<file path="src/hw/ssle_pkg.sv">
// Shared constants, types and register map of the scanner status indicator encoder
package ssle_pkg;
  localparam int unsigned CLK_HZ = 50_000_000;
  localparam int unsigned FLASH_HALF_MS = 500;
  localparam int unsigned FLASH_HALF_CYC = CLK_HZ / 1000 * FLASH_HALF_MS;
  localparam int unsigned TRAFFIC_HALF_MS = 50;
  localparam int unsigned TRAFFIC_HALF_CYC = CLK_HZ / 1000 * TRAFFIC_HALF_MS;

  localparam logic [11:0] REG_CTRL_ADDR = 12'h000;
  localparam logic [11:0] REG_STAT_ADDR = 12'h004;
  localparam logic [11:0] REG_TOCLR_ADDR = 12'h008;

  localparam int CTRL_SELFTEST_BIT = 0;
  localparam int CTRL_CONFIGURED_BIT = 1;
  localparam int CTRL_MAJOR_BIT = 2;
  localparam int CTRL_MINOR_BIT = 3;
  localparam int CTRL_BADCFG_BIT = 4;
  localparam int CTRL_HAVE_IP_BIT = 5;
  localparam int CTRL_DUP_IP_BIT = 6;
  localparam int CTRL_CONN_BIT = 7;
  localparam logic [7:0] CTRL_RESET = 8'h01;

  localparam logic [1:0] RESP_OKAY = 2'b00;
  localparam logic [1:0] RESP_SLVERR = 2'b10;

  typedef enum logic [1:0] {
    IND_OFF,
    IND_GREEN,
    IND_RED
  } ssle_colour_t;

  typedef enum {
    PAT_DARK,
    PAT_GREEN_ON,
    PAT_GREEN_FLASH,
    PAT_RED_ON,
    PAT_RED_FLASH,
    PAT_ALTERNATE
  } ssle_pattern_t;

  typedef struct packed {
    logic green;
    logic red;
  } ssle_duo_t;

  typedef struct packed {
    logic link;
    logic traffic;
  } ssle_port_leds_t;
endpackage : ssle_pkg

</file>
<file path="src/hw/ssle_prescaler.sv">
// Free-running half-period prescaler producing a square wave
`timescale 1ns/1ps
module ssle_prescaler #(
  parameter int unsigned HALF_CYC = 25_000_000
) (
  input wire logic sys_clk,
  input wire logic reset,
  output logic phase
);
  logic [31:0] count_r;
  logic phase_r;
  wire wrap = (count_r == 32'(HALF_CYC - 1));

  // Equal on and off halves
  always_ff @(posedge sys_clk or posedge reset) begin
    if (reset) begin
      count_r <= 32'h0;
      phase_r <= 1'b0;
    end else begin
      count_r <= wrap ? 32'h0 : count_r + 32'h1;
      phase_r <= wrap ? ~phase_r : phase_r;
    end
  end
  assign phase = phase_r;

  chk_phase_hold: assert property (@(posedge sys_clk) disable iff (reset)
    !wrap |=> $stable(phase_r)) else $error("prescaler phase moved early");
endmodule : ssle_prescaler

</file>
<file path="src/hw/ssle_port_leds.sv">
// Link and traffic indicator driver for one Ethernet port
`timescale 1ns/1ps
module ssle_port_leds (
  input wire logic sys_clk,
  input wire logic reset,
  input wire logic link_up,
  input wire logic frame_seen,
  input wire logic flicker,
  output ssle_pkg::ssle_port_leds_t leds
);
  logic busy_r;
  logic flick_d_r;
  ssle_pkg::ssle_port_leds_t leds_r;
  // Activity held until the next rising edge of flicker, so short frames stay visible
  wire flick_rise = flicker & ~flick_d_r;

  always_ff @(posedge sys_clk or posedge reset) begin
    if (reset) begin
      busy_r <= 1'b0;
      flick_d_r <= 1'b0;
      leds_r <= '0;
    end else begin
      flick_d_r <= flicker;
      busy_r <= frame_seen | (busy_r & ~flick_rise);
      leds_r.link <= link_up;
      leds_r.traffic <= link_up & (busy_r | frame_seen) & flicker;
    end
  end
  assign leds = leds_r;

  chk_link_follow: assert property (@(posedge sys_clk) disable iff (reset)
    ##1 leds_r.link == $past(link_up)) else $error("link led off its input");
  chk_traffic_idle: assert property (@(posedge sys_clk) disable iff (reset)
    !link_up |=> !leds_r.traffic) else $error("traffic led lit without link");
endmodule : ssle_port_leds

</file>
<file path="src/hw/ssle_top.sv">
// Status indicator encoder with AXI4-Lite condition registers
`timescale 1ns/1ps
module ssle_top #(
  parameter int unsigned FLASH_HALF_CYC = ssle_pkg::FLASH_HALF_CYC,
  parameter int unsigned TRAFFIC_HALF_CYC = ssle_pkg::TRAFFIC_HALF_CYC
) (
  input wire logic sys_clk,
  input wire logic reset,
  input wire logic [11:0] s_axi_awaddr,
  input wire logic s_axi_awvalid,
  output logic s_axi_awready,
  input wire logic [31:0] s_axi_wdata,
  input wire logic [3:0] s_axi_wstrb,
  input wire logic s_axi_wvalid,
  output logic s_axi_wready,
  output logic [1:0] s_axi_bresp,
  output logic s_axi_bvalid,
  input wire logic s_axi_bready,
  input wire logic [11:0] s_axi_araddr,
  input wire logic s_axi_arvalid,
  output logic s_axi_arready,
  output logic [31:0] s_axi_rdata,
  output logic [1:0] s_axi_rresp,
  output logic s_axi_rvalid,
  input wire logic s_axi_rready,
  input wire logic conn_timeout_evt,
  input wire logic conn_all_restored,
  input wire logic port_zero_link,
  input wire logic port_zero_frame,
  input wire logic port_one_link,
  input wire logic port_one_frame,
  output ssle_pkg::ssle_duo_t module_state_indicator,
  output ssle_pkg::ssle_duo_t network_state_indicator,
  output ssle_pkg::ssle_port_leds_t port_zero_leds,
  output ssle_pkg::ssle_port_leds_t port_one_leds
);
  logic [7:0] ctrl_r;
  logic timeout_r;
  logic aw_held_r;
  logic w_held_r;
  logic [11:0] awaddr_r;
  logic [31:0] wdata_r;
  logic [3:0] wstrb_r;
  logic bvalid_r;
  logic [1:0] bresp_r;
  logic rvalid_r;
  logic [31:0] rdata_r;
  logic [1:0] rresp_r;
  ssle_pkg::ssle_duo_t ms_r;
  ssle_pkg::ssle_duo_t ns_r;
  logic flash;
  logic flicker;

  // Write channel: address and data taken in either order
  wire aw_take = s_axi_awvalid & ~aw_held_r & ~bvalid_r;
  wire w_take = s_axi_wvalid & ~w_held_r & ~bvalid_r;
  wire aw_have = aw_held_r | aw_take;
  wire w_have = w_held_r | w_take;
  wire wr_fire = aw_have & w_have & ~bvalid_r;
  wire [11:0] wr_addr = aw_held_r ? awaddr_r : s_axi_awaddr;
  wire [31:0] wr_data = w_held_r ? wdata_r : s_axi_wdata;
  wire [3:0] wr_strb = w_held_r ? wstrb_r : s_axi_wstrb;
  wire wr_ctrl = wr_fire & (wr_addr == ssle_pkg::REG_CTRL_ADDR) & wr_strb[0];
  wire wr_toclr = wr_fire & (wr_addr == ssle_pkg::REG_TOCLR_ADDR) & wr_strb[0] & wr_data[0];
  wire wr_mapped = (wr_addr == ssle_pkg::REG_CTRL_ADDR) | (wr_addr == ssle_pkg::REG_TOCLR_ADDR);

  wire rd_take = s_axi_arvalid & ~rvalid_r;
  wire [31:0] status_word = {22'h0, port_one_leds.link, port_zero_leds.link,
    module_state_indicator, network_state_indicator, timeout_r, 3'h0};
  wire rd_ctrl = (s_axi_araddr == ssle_pkg::REG_CTRL_ADDR);
  wire rd_stat = (s_axi_araddr == ssle_pkg::REG_STAT_ADDR);
  wire [31:0] rd_word = rd_ctrl ? {24'h0, ctrl_r} : (rd_stat ? status_word : 32'h0);

  always_ff @(posedge sys_clk or posedge reset) begin
    if (reset) begin
      aw_held_r <= 1'b0;
      w_held_r <= 1'b0;
      awaddr_r <= 12'h000;
      wdata_r <= 32'h0;
      wstrb_r <= 4'h0;
      bvalid_r <= 1'b0;
      bresp_r <= ssle_pkg::RESP_OKAY;
    end else begin
      if (aw_take) awaddr_r <= s_axi_awaddr;
      if (w_take) wdata_r <= s_axi_wdata;
      if (w_take) wstrb_r <= s_axi_wstrb;
      aw_held_r <= wr_fire ? 1'b0 : aw_have;
      w_held_r <= wr_fire ? 1'b0 : w_have;
      if (wr_fire) begin
        bvalid_r <= 1'b1;
        bresp_r <= wr_mapped ? ssle_pkg::RESP_OKAY : ssle_pkg::RESP_SLVERR;
      end else if (s_axi_bready) begin
        bvalid_r <= 1'b0;
      end
    end
  end

  always_ff @(posedge sys_clk or posedge reset) begin
    if (reset) begin
      rvalid_r <= 1'b0;
      rdata_r <= 32'h0;
      rresp_r <= ssle_pkg::RESP_OKAY;
    end else if (rd_take) begin
      rvalid_r <= 1'b1;
      rdata_r <= rd_word;
      rresp_r <= (rd_ctrl | rd_stat) ? ssle_pkg::RESP_OKAY : ssle_pkg::RESP_SLVERR;
    end else if (s_axi_rready) begin
      rvalid_r <= 1'b0;
    end
  end

  assign s_axi_awready = aw_take;
  assign s_axi_wready = w_take;
  assign s_axi_bvalid = bvalid_r;
  assign s_axi_bresp = bresp_r;
  assign s_axi_arready = rd_take;
  assign s_axi_rvalid = rvalid_r;
  assign s_axi_rdata = rdata_r;
  assign s_axi_rresp = rresp_r;

  // Timeout flag: new timeout wins over any clear in the same cycle
  wire to_clear = conn_all_restored | wr_toclr;
  always_ff @(posedge sys_clk or posedge reset) begin
    if (reset) begin
      ctrl_r <= ssle_pkg::CTRL_RESET;
      timeout_r <= 1'b0;
    end else begin
      if (wr_ctrl) ctrl_r <= wr_data[7:0];
      timeout_r <= conn_timeout_evt | (timeout_r & ~to_clear);
    end
  end

  wire selftest = ctrl_r[ssle_pkg::CTRL_SELFTEST_BIT];
  wire configured = ctrl_r[ssle_pkg::CTRL_CONFIGURED_BIT];
  wire major = ctrl_r[ssle_pkg::CTRL_MAJOR_BIT];
  wire minor = ctrl_r[ssle_pkg::CTRL_MINOR_BIT] | ctrl_r[ssle_pkg::CTRL_BADCFG_BIT];
  wire have_ip = ctrl_r[ssle_pkg::CTRL_HAVE_IP_BIT];
  wire dup_ip = ctrl_r[ssle_pkg::CTRL_DUP_IP_BIT];
  wire connected = ctrl_r[ssle_pkg::CTRL_CONN_BIT];

  ssle_prescaler #(.HALF_CYC(FLASH_HALF_CYC)) u_flash (
    .sys_clk(sys_clk),
    .reset(reset),
    .phase(flash)
  );
  ssle_prescaler #(.HALF_CYC(TRAFFIC_HALF_CYC)) u_flicker (
    .sys_clk(sys_clk),
    .reset(reset),
    .phase(flicker)
  );

  ssle_pkg::ssle_pattern_t ms_pat;
  ssle_pkg::ssle_pattern_t ns_pat;
  always_comb begin
    if (selftest) ms_pat = ssle_pkg::PAT_ALTERNATE;
    else if (major) ms_pat = ssle_pkg::PAT_RED_ON;
    else if (minor) ms_pat = ssle_pkg::PAT_RED_FLASH;
    else if (!configured) ms_pat = ssle_pkg::PAT_GREEN_FLASH;
    else ms_pat = ssle_pkg::PAT_GREEN_ON;
  end
  always_comb begin
    if (selftest) ns_pat = ssle_pkg::PAT_ALTERNATE;
    else if (!have_ip) ns_pat = ssle_pkg::PAT_DARK;
    else if (dup_ip) ns_pat = ssle_pkg::PAT_RED_ON;
    else if (timeout_r) ns_pat = ssle_pkg::PAT_RED_FLASH;
    else if (connected) ns_pat = ssle_pkg::PAT_GREEN_ON;
    else ns_pat = ssle_pkg::PAT_GREEN_FLASH;
  end

  function automatic ssle_pkg::ssle_duo_t drive(ssle_pkg::ssle_pattern_t p, logic ph);
    ssle_pkg::ssle_duo_t d;
    d = '0;
    case (p)
      ssle_pkg::PAT_GREEN_ON: d.green = 1'b1;
      ssle_pkg::PAT_GREEN_FLASH: d.green = ph;
      ssle_pkg::PAT_RED_ON: d.red = 1'b1;
      ssle_pkg::PAT_RED_FLASH: d.red = ph;
      ssle_pkg::PAT_ALTERNATE: begin
        d.green = ph;
        d.red = ~ph;
      end
      default: d = '0;
    endcase
    return d;
  endfunction : drive

  always_ff @(posedge sys_clk or posedge reset) begin
    if (reset) begin
      ms_r <= '0;
      ns_r <= '0;
    end else begin
      ms_r <= drive(ms_pat, flash);
      ns_r <= drive(ns_pat, flash);
    end
  end
  assign module_state_indicator = ms_r;
  assign network_state_indicator = ns_r;

  ssle_port_leds u_port_zero (
    .sys_clk(sys_clk),
    .reset(reset),
    .link_up(port_zero_link),
    .frame_seen(port_zero_frame),
    .flicker(flicker),
    .leds(port_zero_leds)
  );
  ssle_port_leds u_port_one (
    .sys_clk(sys_clk),
    .reset(reset),
    .link_up(port_one_link),
    .frame_seen(port_one_frame),
    .flicker(flicker),
    .leds(port_one_leds)
  );

  chk_ms_green_on: assert property (@(posedge sys_clk) disable iff (reset)
    (configured & !selftest & !major & !minor) |=> ms_r == 2'b10)
    else $error("module indicator not steady green");
  chk_ms_green_flash: assert property (@(posedge sys_clk) disable iff (reset)
    (!configured & !selftest & !major & !minor) |=> ms_r == {$past(flash), 1'b0})
    else $error("module indicator not flashing green");
  chk_ms_major: assert property (@(posedge sys_clk) disable iff (reset)
    (major & !selftest) |=> ms_r == 2'b01) else $error("major fault not steady red");
  chk_ms_minor: assert property (@(posedge sys_clk) disable iff (reset)
    (minor & !major & !selftest) |=> ms_r == {1'b0, $past(flash)})
    else $error("minor fault not flashing red");
  chk_badcfg_minor: assert property (@(posedge sys_clk) disable iff (reset)
    (ctrl_r[ssle_pkg::CTRL_BADCFG_BIT] & !major & !selftest) |=> !ms_r.green)
    else $error("bad configuration shows green");
  chk_ms_selftest: assert property (@(posedge sys_clk) disable iff (reset)
    selftest |=> ms_r.green != ms_r.red) else $error("module self-test not alternating");
  chk_ns_selftest: assert property (@(posedge sys_clk) disable iff (reset)
    selftest |=> ns_r == ms_r) else $error("network self-test not alternating");
  chk_ns_connected: assert property (@(posedge sys_clk) disable iff (reset)
    (connected & have_ip & !dup_ip & !timeout_r & !selftest) |=> ns_r == 2'b10)
    else $error("connected not steady green");
  chk_ns_dup: assert property (@(posedge sys_clk) disable iff (reset)
    (dup_ip & have_ip & !selftest) |=> ns_r == 2'b01) else $error("duplicate ip not red");
  chk_ns_dark: assert property (@(posedge sys_clk) disable iff (reset)
    (!have_ip & !selftest) |=> ns_r == 2'b00) else $error("network lit without ip");
  chk_timeout_hold: assert property (@(posedge sys_clk) disable iff (reset)
    (timeout_r & !to_clear) |=> timeout_r) else $error("timeout flag dropped early");
  chk_timeout_set: assert property (@(posedge sys_clk) disable iff (reset)
    conn_timeout_evt |=> timeout_r) else $error("timeout event lost");
endmodule : ssle_top

</file>
<file path="config.mk">
export PLATFORM = sky130hd
export DESIGN_NAME = ssle_top
export DESIGN_NICKNAME = d
export VERILOG_FILES = /design/src/hw/ssle_pkg.sv /design/src/hw/ssle_prescaler.sv /design/src/hw/ssle_port_leds.sv /design/src/hw/ssle_top.sv
export SDC_FILE = /design/constraint.sdc
export NUM_CORES = 1
export LEC_CHECK = 0
export BUFFER_PORTS_ARGS = -buffer_cell sky130_fd_sc_hd__buf_4
export CAP_MARGIN = 15
export CORE_UTILIZATION = 56
export CTS_BUF_LIST = sky130_fd_sc_hd__clkbuf_2
export DETAILED_ROUTE_END_ITERATION = 8
export PLACE_DENSITY_LB_ADDON = 0.15
export SLEW_MARGIN = 20
export SYNTH_ARGS = -nofsm -noshare
export SYNTH_HDL_FRONTEND = slang
export SYNTH_SLANG_ARGS = --single-unit
</file>
<file path="constraint.sdc">
create_clock -name sys_clk -period 5.7 [get_ports sys_clk]
set_input_delay 1.14 -clock sys_clk [delete_from_list [all_inputs] [get_ports sys_clk]]
set_output_delay 1.14 -clock sys_clk [all_outputs]
set_load 0.05 [all_outputs]
</file>
==> implementation parameters <==
Parameter                              Value

Run status
  Status    finished clean

Yosys
  Yosys Warn Count    0
  Post-Syn Instances    527
  Cell area after technology mapping    just under 6000 um2
  Number of distinct standard cells referenced by the synthesized netlist    51
  Most used flip-flop cell after synthesis    dfrtp_1
  Seq cells post-synth    123
  Post-synthesis async set-or-reset flop share    1.00
  Avg Synthesized Cell Area    11.0 um2
  Sequential element share of the synthesized area    0.532
  Number of enable flip-flop cells after synthesis    0

Worst setup path
  Type of element launching the critical path    input pin
  FF-to-FF Start    u_flash.count_r[0]
  Capture point of the worst path    s_axi_wready
  Reg-to-reg slack, setup    3390 ps
  Worst setup startpoint    s_axi_wvalid
  Maximum fanout along the worst path    10
  Largest incremental delay on the critical path    around 720 ps
  CP Buf/Inv Count    2
  Worst Setup Path Type    input pin to output port
  Slowest stage cell on the critical path    nor2b_1
  Reg-to-Reg End    u_flash.count_r[18]
  CP Data Required Time    4560 ps
  Cell-by-cell listing of the critical path    buf_4, nor2b_1, nor2b_1, buf_4
  Number of cells on the critical path    4
  Type of destination of the critical path    output port
  CP top delay family    simple AND/OR/NAND/NOR gates
  R2r worst-path depth    5
  Data arrival at the endpoint of the critical path    2420 ps

Floorplan
  Die Outline Area    10800 um2
  Core Box Area    9910 um2
  Standard-cell row count    36
  Horizontal die dimension    about 100 um
  IO Pins    122
  Die H    104 um
  Starting density of the core    0.585

Timing
  Final Hold Violating Endpoints    0
  Highest clock rate    281 MHz
  Final worst path period need    3560 ps
  Worst clock skew    21.6 ps
  Slew @ Worst Pin    964 ps
  Total count of max-transition violations in the final report    0
  Worst max-slew margin expressed relative to the limit    0.352
  Sum of negative setup slack    0 ps
  Setup repair after global routing missed its margin    false
  Part of the cycle the worst path needs    0.624
  Number of setup violations in the final report    0

Clock tree
  Number of hold-repair buffers added at the cts stage    0
  Clock sink count    123
  Buffer cell driving the clock tree root    clkbuf_2
  Clock-pin slew reported for the worst setup and hold paths after clock tree synthesis    160 ps
  Clock buffer count from CTS    17
  CTS tree    built
  PostCTS Resize Cnt    0
  Maximum number of buffers from clock root to sink    2
  Setup repair bufs after CTS    0
  Clk_lat worst skew    640 ps
  H-Tree Level Count    4

Detailed routing
  Antenna Nets Post-Route    0
  TritonRoute pass-1 iters    6
  Number of remaining DRC errors    0
  Drt wl/cell    15.4 um
  Sum of routed wire length over all layers    11500 um
  Iteration-0 DRC count of the detailed router    231
  Via Count    about 4200
  Vias per std cell    5.55

GRT
  Global-route wire length before repair    19900 um
  Via count of the first global-routing pass    4245
  Global-route total usage across every layer    0.231
  Global route total overflow    0
  Largest net degree at the start of global routing    73
  Number of antenna violations at the first check in global routing    0

Power and ir drop
  Total Power    2.00 mW
  Power per cell area    301 nW/um2
  LEAKAGE    3.04 nW
  Max IR drop VDD    0.208 mV

Run
  Max-cap viol count    0

Cells and area
  Count of nets after finishing    680
  Fraction of final layout cells with drive strength greater than 1    0.245
  N_diodes    0
  Area growth syn-to-layout    14.4%

Worst hold path
  Worst min-delay path class    flop to flop

Placement
  Post-detail-place hpwl    between 8000 and 9000 um
  Routability cong.    0.831
  Port-buffer cells    70
[synthesized netlist by cell type, types with 8 or more instances]
master | instances | area [um2]
xnor2_1 | 21 | 184
nor4_1 | 18 | 113
clkbuf_1 | 10 | 37.5
a21oi_1 | 17 | 85.1
dfrtp_1 | 122 | 3050
mux2_2 | 39 | 439
nand2_1 | 31 | 116
nand3_1 | 28 | 140
nor2_1 | 29 | 109
o21ai_0 | 18 | 90.1
or3_1 | 11 | 68.8
nand4_1 | 16 | 100
inv_1 | 16 | 60.1
and4_1 | 8 | 70.1
buf_4 | 24 | 180
xor2_1 | 30 | 263
nor3_1 | 25 | 125
[routing by layer]
| layer | part of all wire | wire length [um] | track usage |
|---|---|---|---|
| met1 | 0.45 | 5190 | 0.299 |
| met3 | 0.038 | 438 | 0.0604 |
| met4 | 0.011 | 122 | 0.0714 |
| met2 | 0.50 | 5750 | 0.382 |
| met5 | 0 | 0 | 0 |
[registers in the layout, indices dropped and copies added, names as in the netlist, 2 cells and up]
signal / flops
module_state_indicator: 2
u_flicker.count_r: 32
u_port_one.leds: 2
s_axi_rdata: 10
wdata_r: 8
u_port_zero.leds: 2
u_flash.count_r: 32
awaddr_r: 12
network_state_indicator: 2
ctrl_r: 8
[placed cells by master, fill, tap and decap left out, types with 4 or more instances in the layout]
| cell | Yosys | routed |
|---|---|---|
| a21oi_1 | 17 | 17 |
| mux2_2 | 39 | 39 |
| o21ai_0 | 18 | 18 |
| and4_1 | 8 | 8 |
| or3_1 | 11 | 11 |
| buf_4 | 24 | 73 |
| bufinv_16 | 0 | 4 |
| inv_1 | 16 | 15 |
| nor2b_1 | 4 | 4 |
| nor2_1 | 29 | 29 |
| nand3_1 | 28 | 28 |
| nor4_1 | 18 | 18 |
| conb_1 | 1 | 24 |
| xnor2_1 | 21 | 21 |
| dfrtp_1 | 122 | 122 |
| or4_1 | 5 | 5 |
| mux2i_1 | 5 | 5 |
| clkbuf_2 | 0 | 21 |
| xor2_1 | 30 | 30 |
| nand2_1 | 31 | 31 |
| nor3_1 | 25 | 25 |
| nand4_1 | 16 | 16 |
[cells by family after synthesis]
| family | Yosys count | synth area share |
|---|---|---|
| buffers and inverters | 53 | 0.0503 |
| other | 1 | 0.000647 |
| XOR/XNOR | 51 | 0.0771 |
| multiplexers | 44 | 0.0844 |
| AO/OA/AOI/OAI | 57 | 0.0654 |
| flip-flops | 123 | 0.532 |
| adder cells (fa/ha/maj) | 2 | 0.00432 |
| AND/OR/NAND/NOR | 196 | 0.186 |
[where the power goes]
| part | internal, mW | switching [mW] | total (mW) |
|---|---|---|---|
| logic | 0.177 | 0.196 | 0.374 |
| clock network | 0.287 | 0.300 | 0.587 |
| registers | 0.966 | 0.0696 | 1.04 |
| total | 1.43 | 0.566 | 2.00 |
[area by class of cell]
type                       instances  area (um2)
clock buffer                      21         105
clock inverter                     9         148
fill                             824        3280
inverter                          16        62.6
multi-input combinational        374        2520
sequential                       123        3080
tap                              133         166
timing repair buffer              73         548
[through the flow]
step	setup slack [ps]	std cells	cell area (um2)	utilization	hold slack, ps
after global placement	2160	719	6370	0.643	462
after global routing	2060	749	6630	0.669	495
after CTS	2130	749	6630	0.669	486
after floorplan	1290	550	5880	-	430
final	2140	749	6630	0.669	487
after detailed placement	2140	719	6370	0.643	461
[worst min-delay path by stage]
| stage | startpoint | end | slack, ps | cells after the start |
|---|---|---|---|---|
| floorplan | u_flicker.phase | u_port_one.flick_d_r | 430 | 0 |
| global placement | u_port_zero.busy_r | u_port_zero.busy_r | 460 | 1 |
| detailed placement | u_flicker.count_r[31] | u_flicker.count_r[31] | 460 | 1 |
| CTS | u_flicker.count_r[31] | u_flicker.count_r[31] | 490 | 1 |
| global route | u_flicker.count_r[31] | u_flicker.count_r[31] | 500 | 1 |
| finish | u_flicker.count_r[31] | u_flicker.count_r[31] | 490 | 1 |
Power figures use the tool's default switching activity.
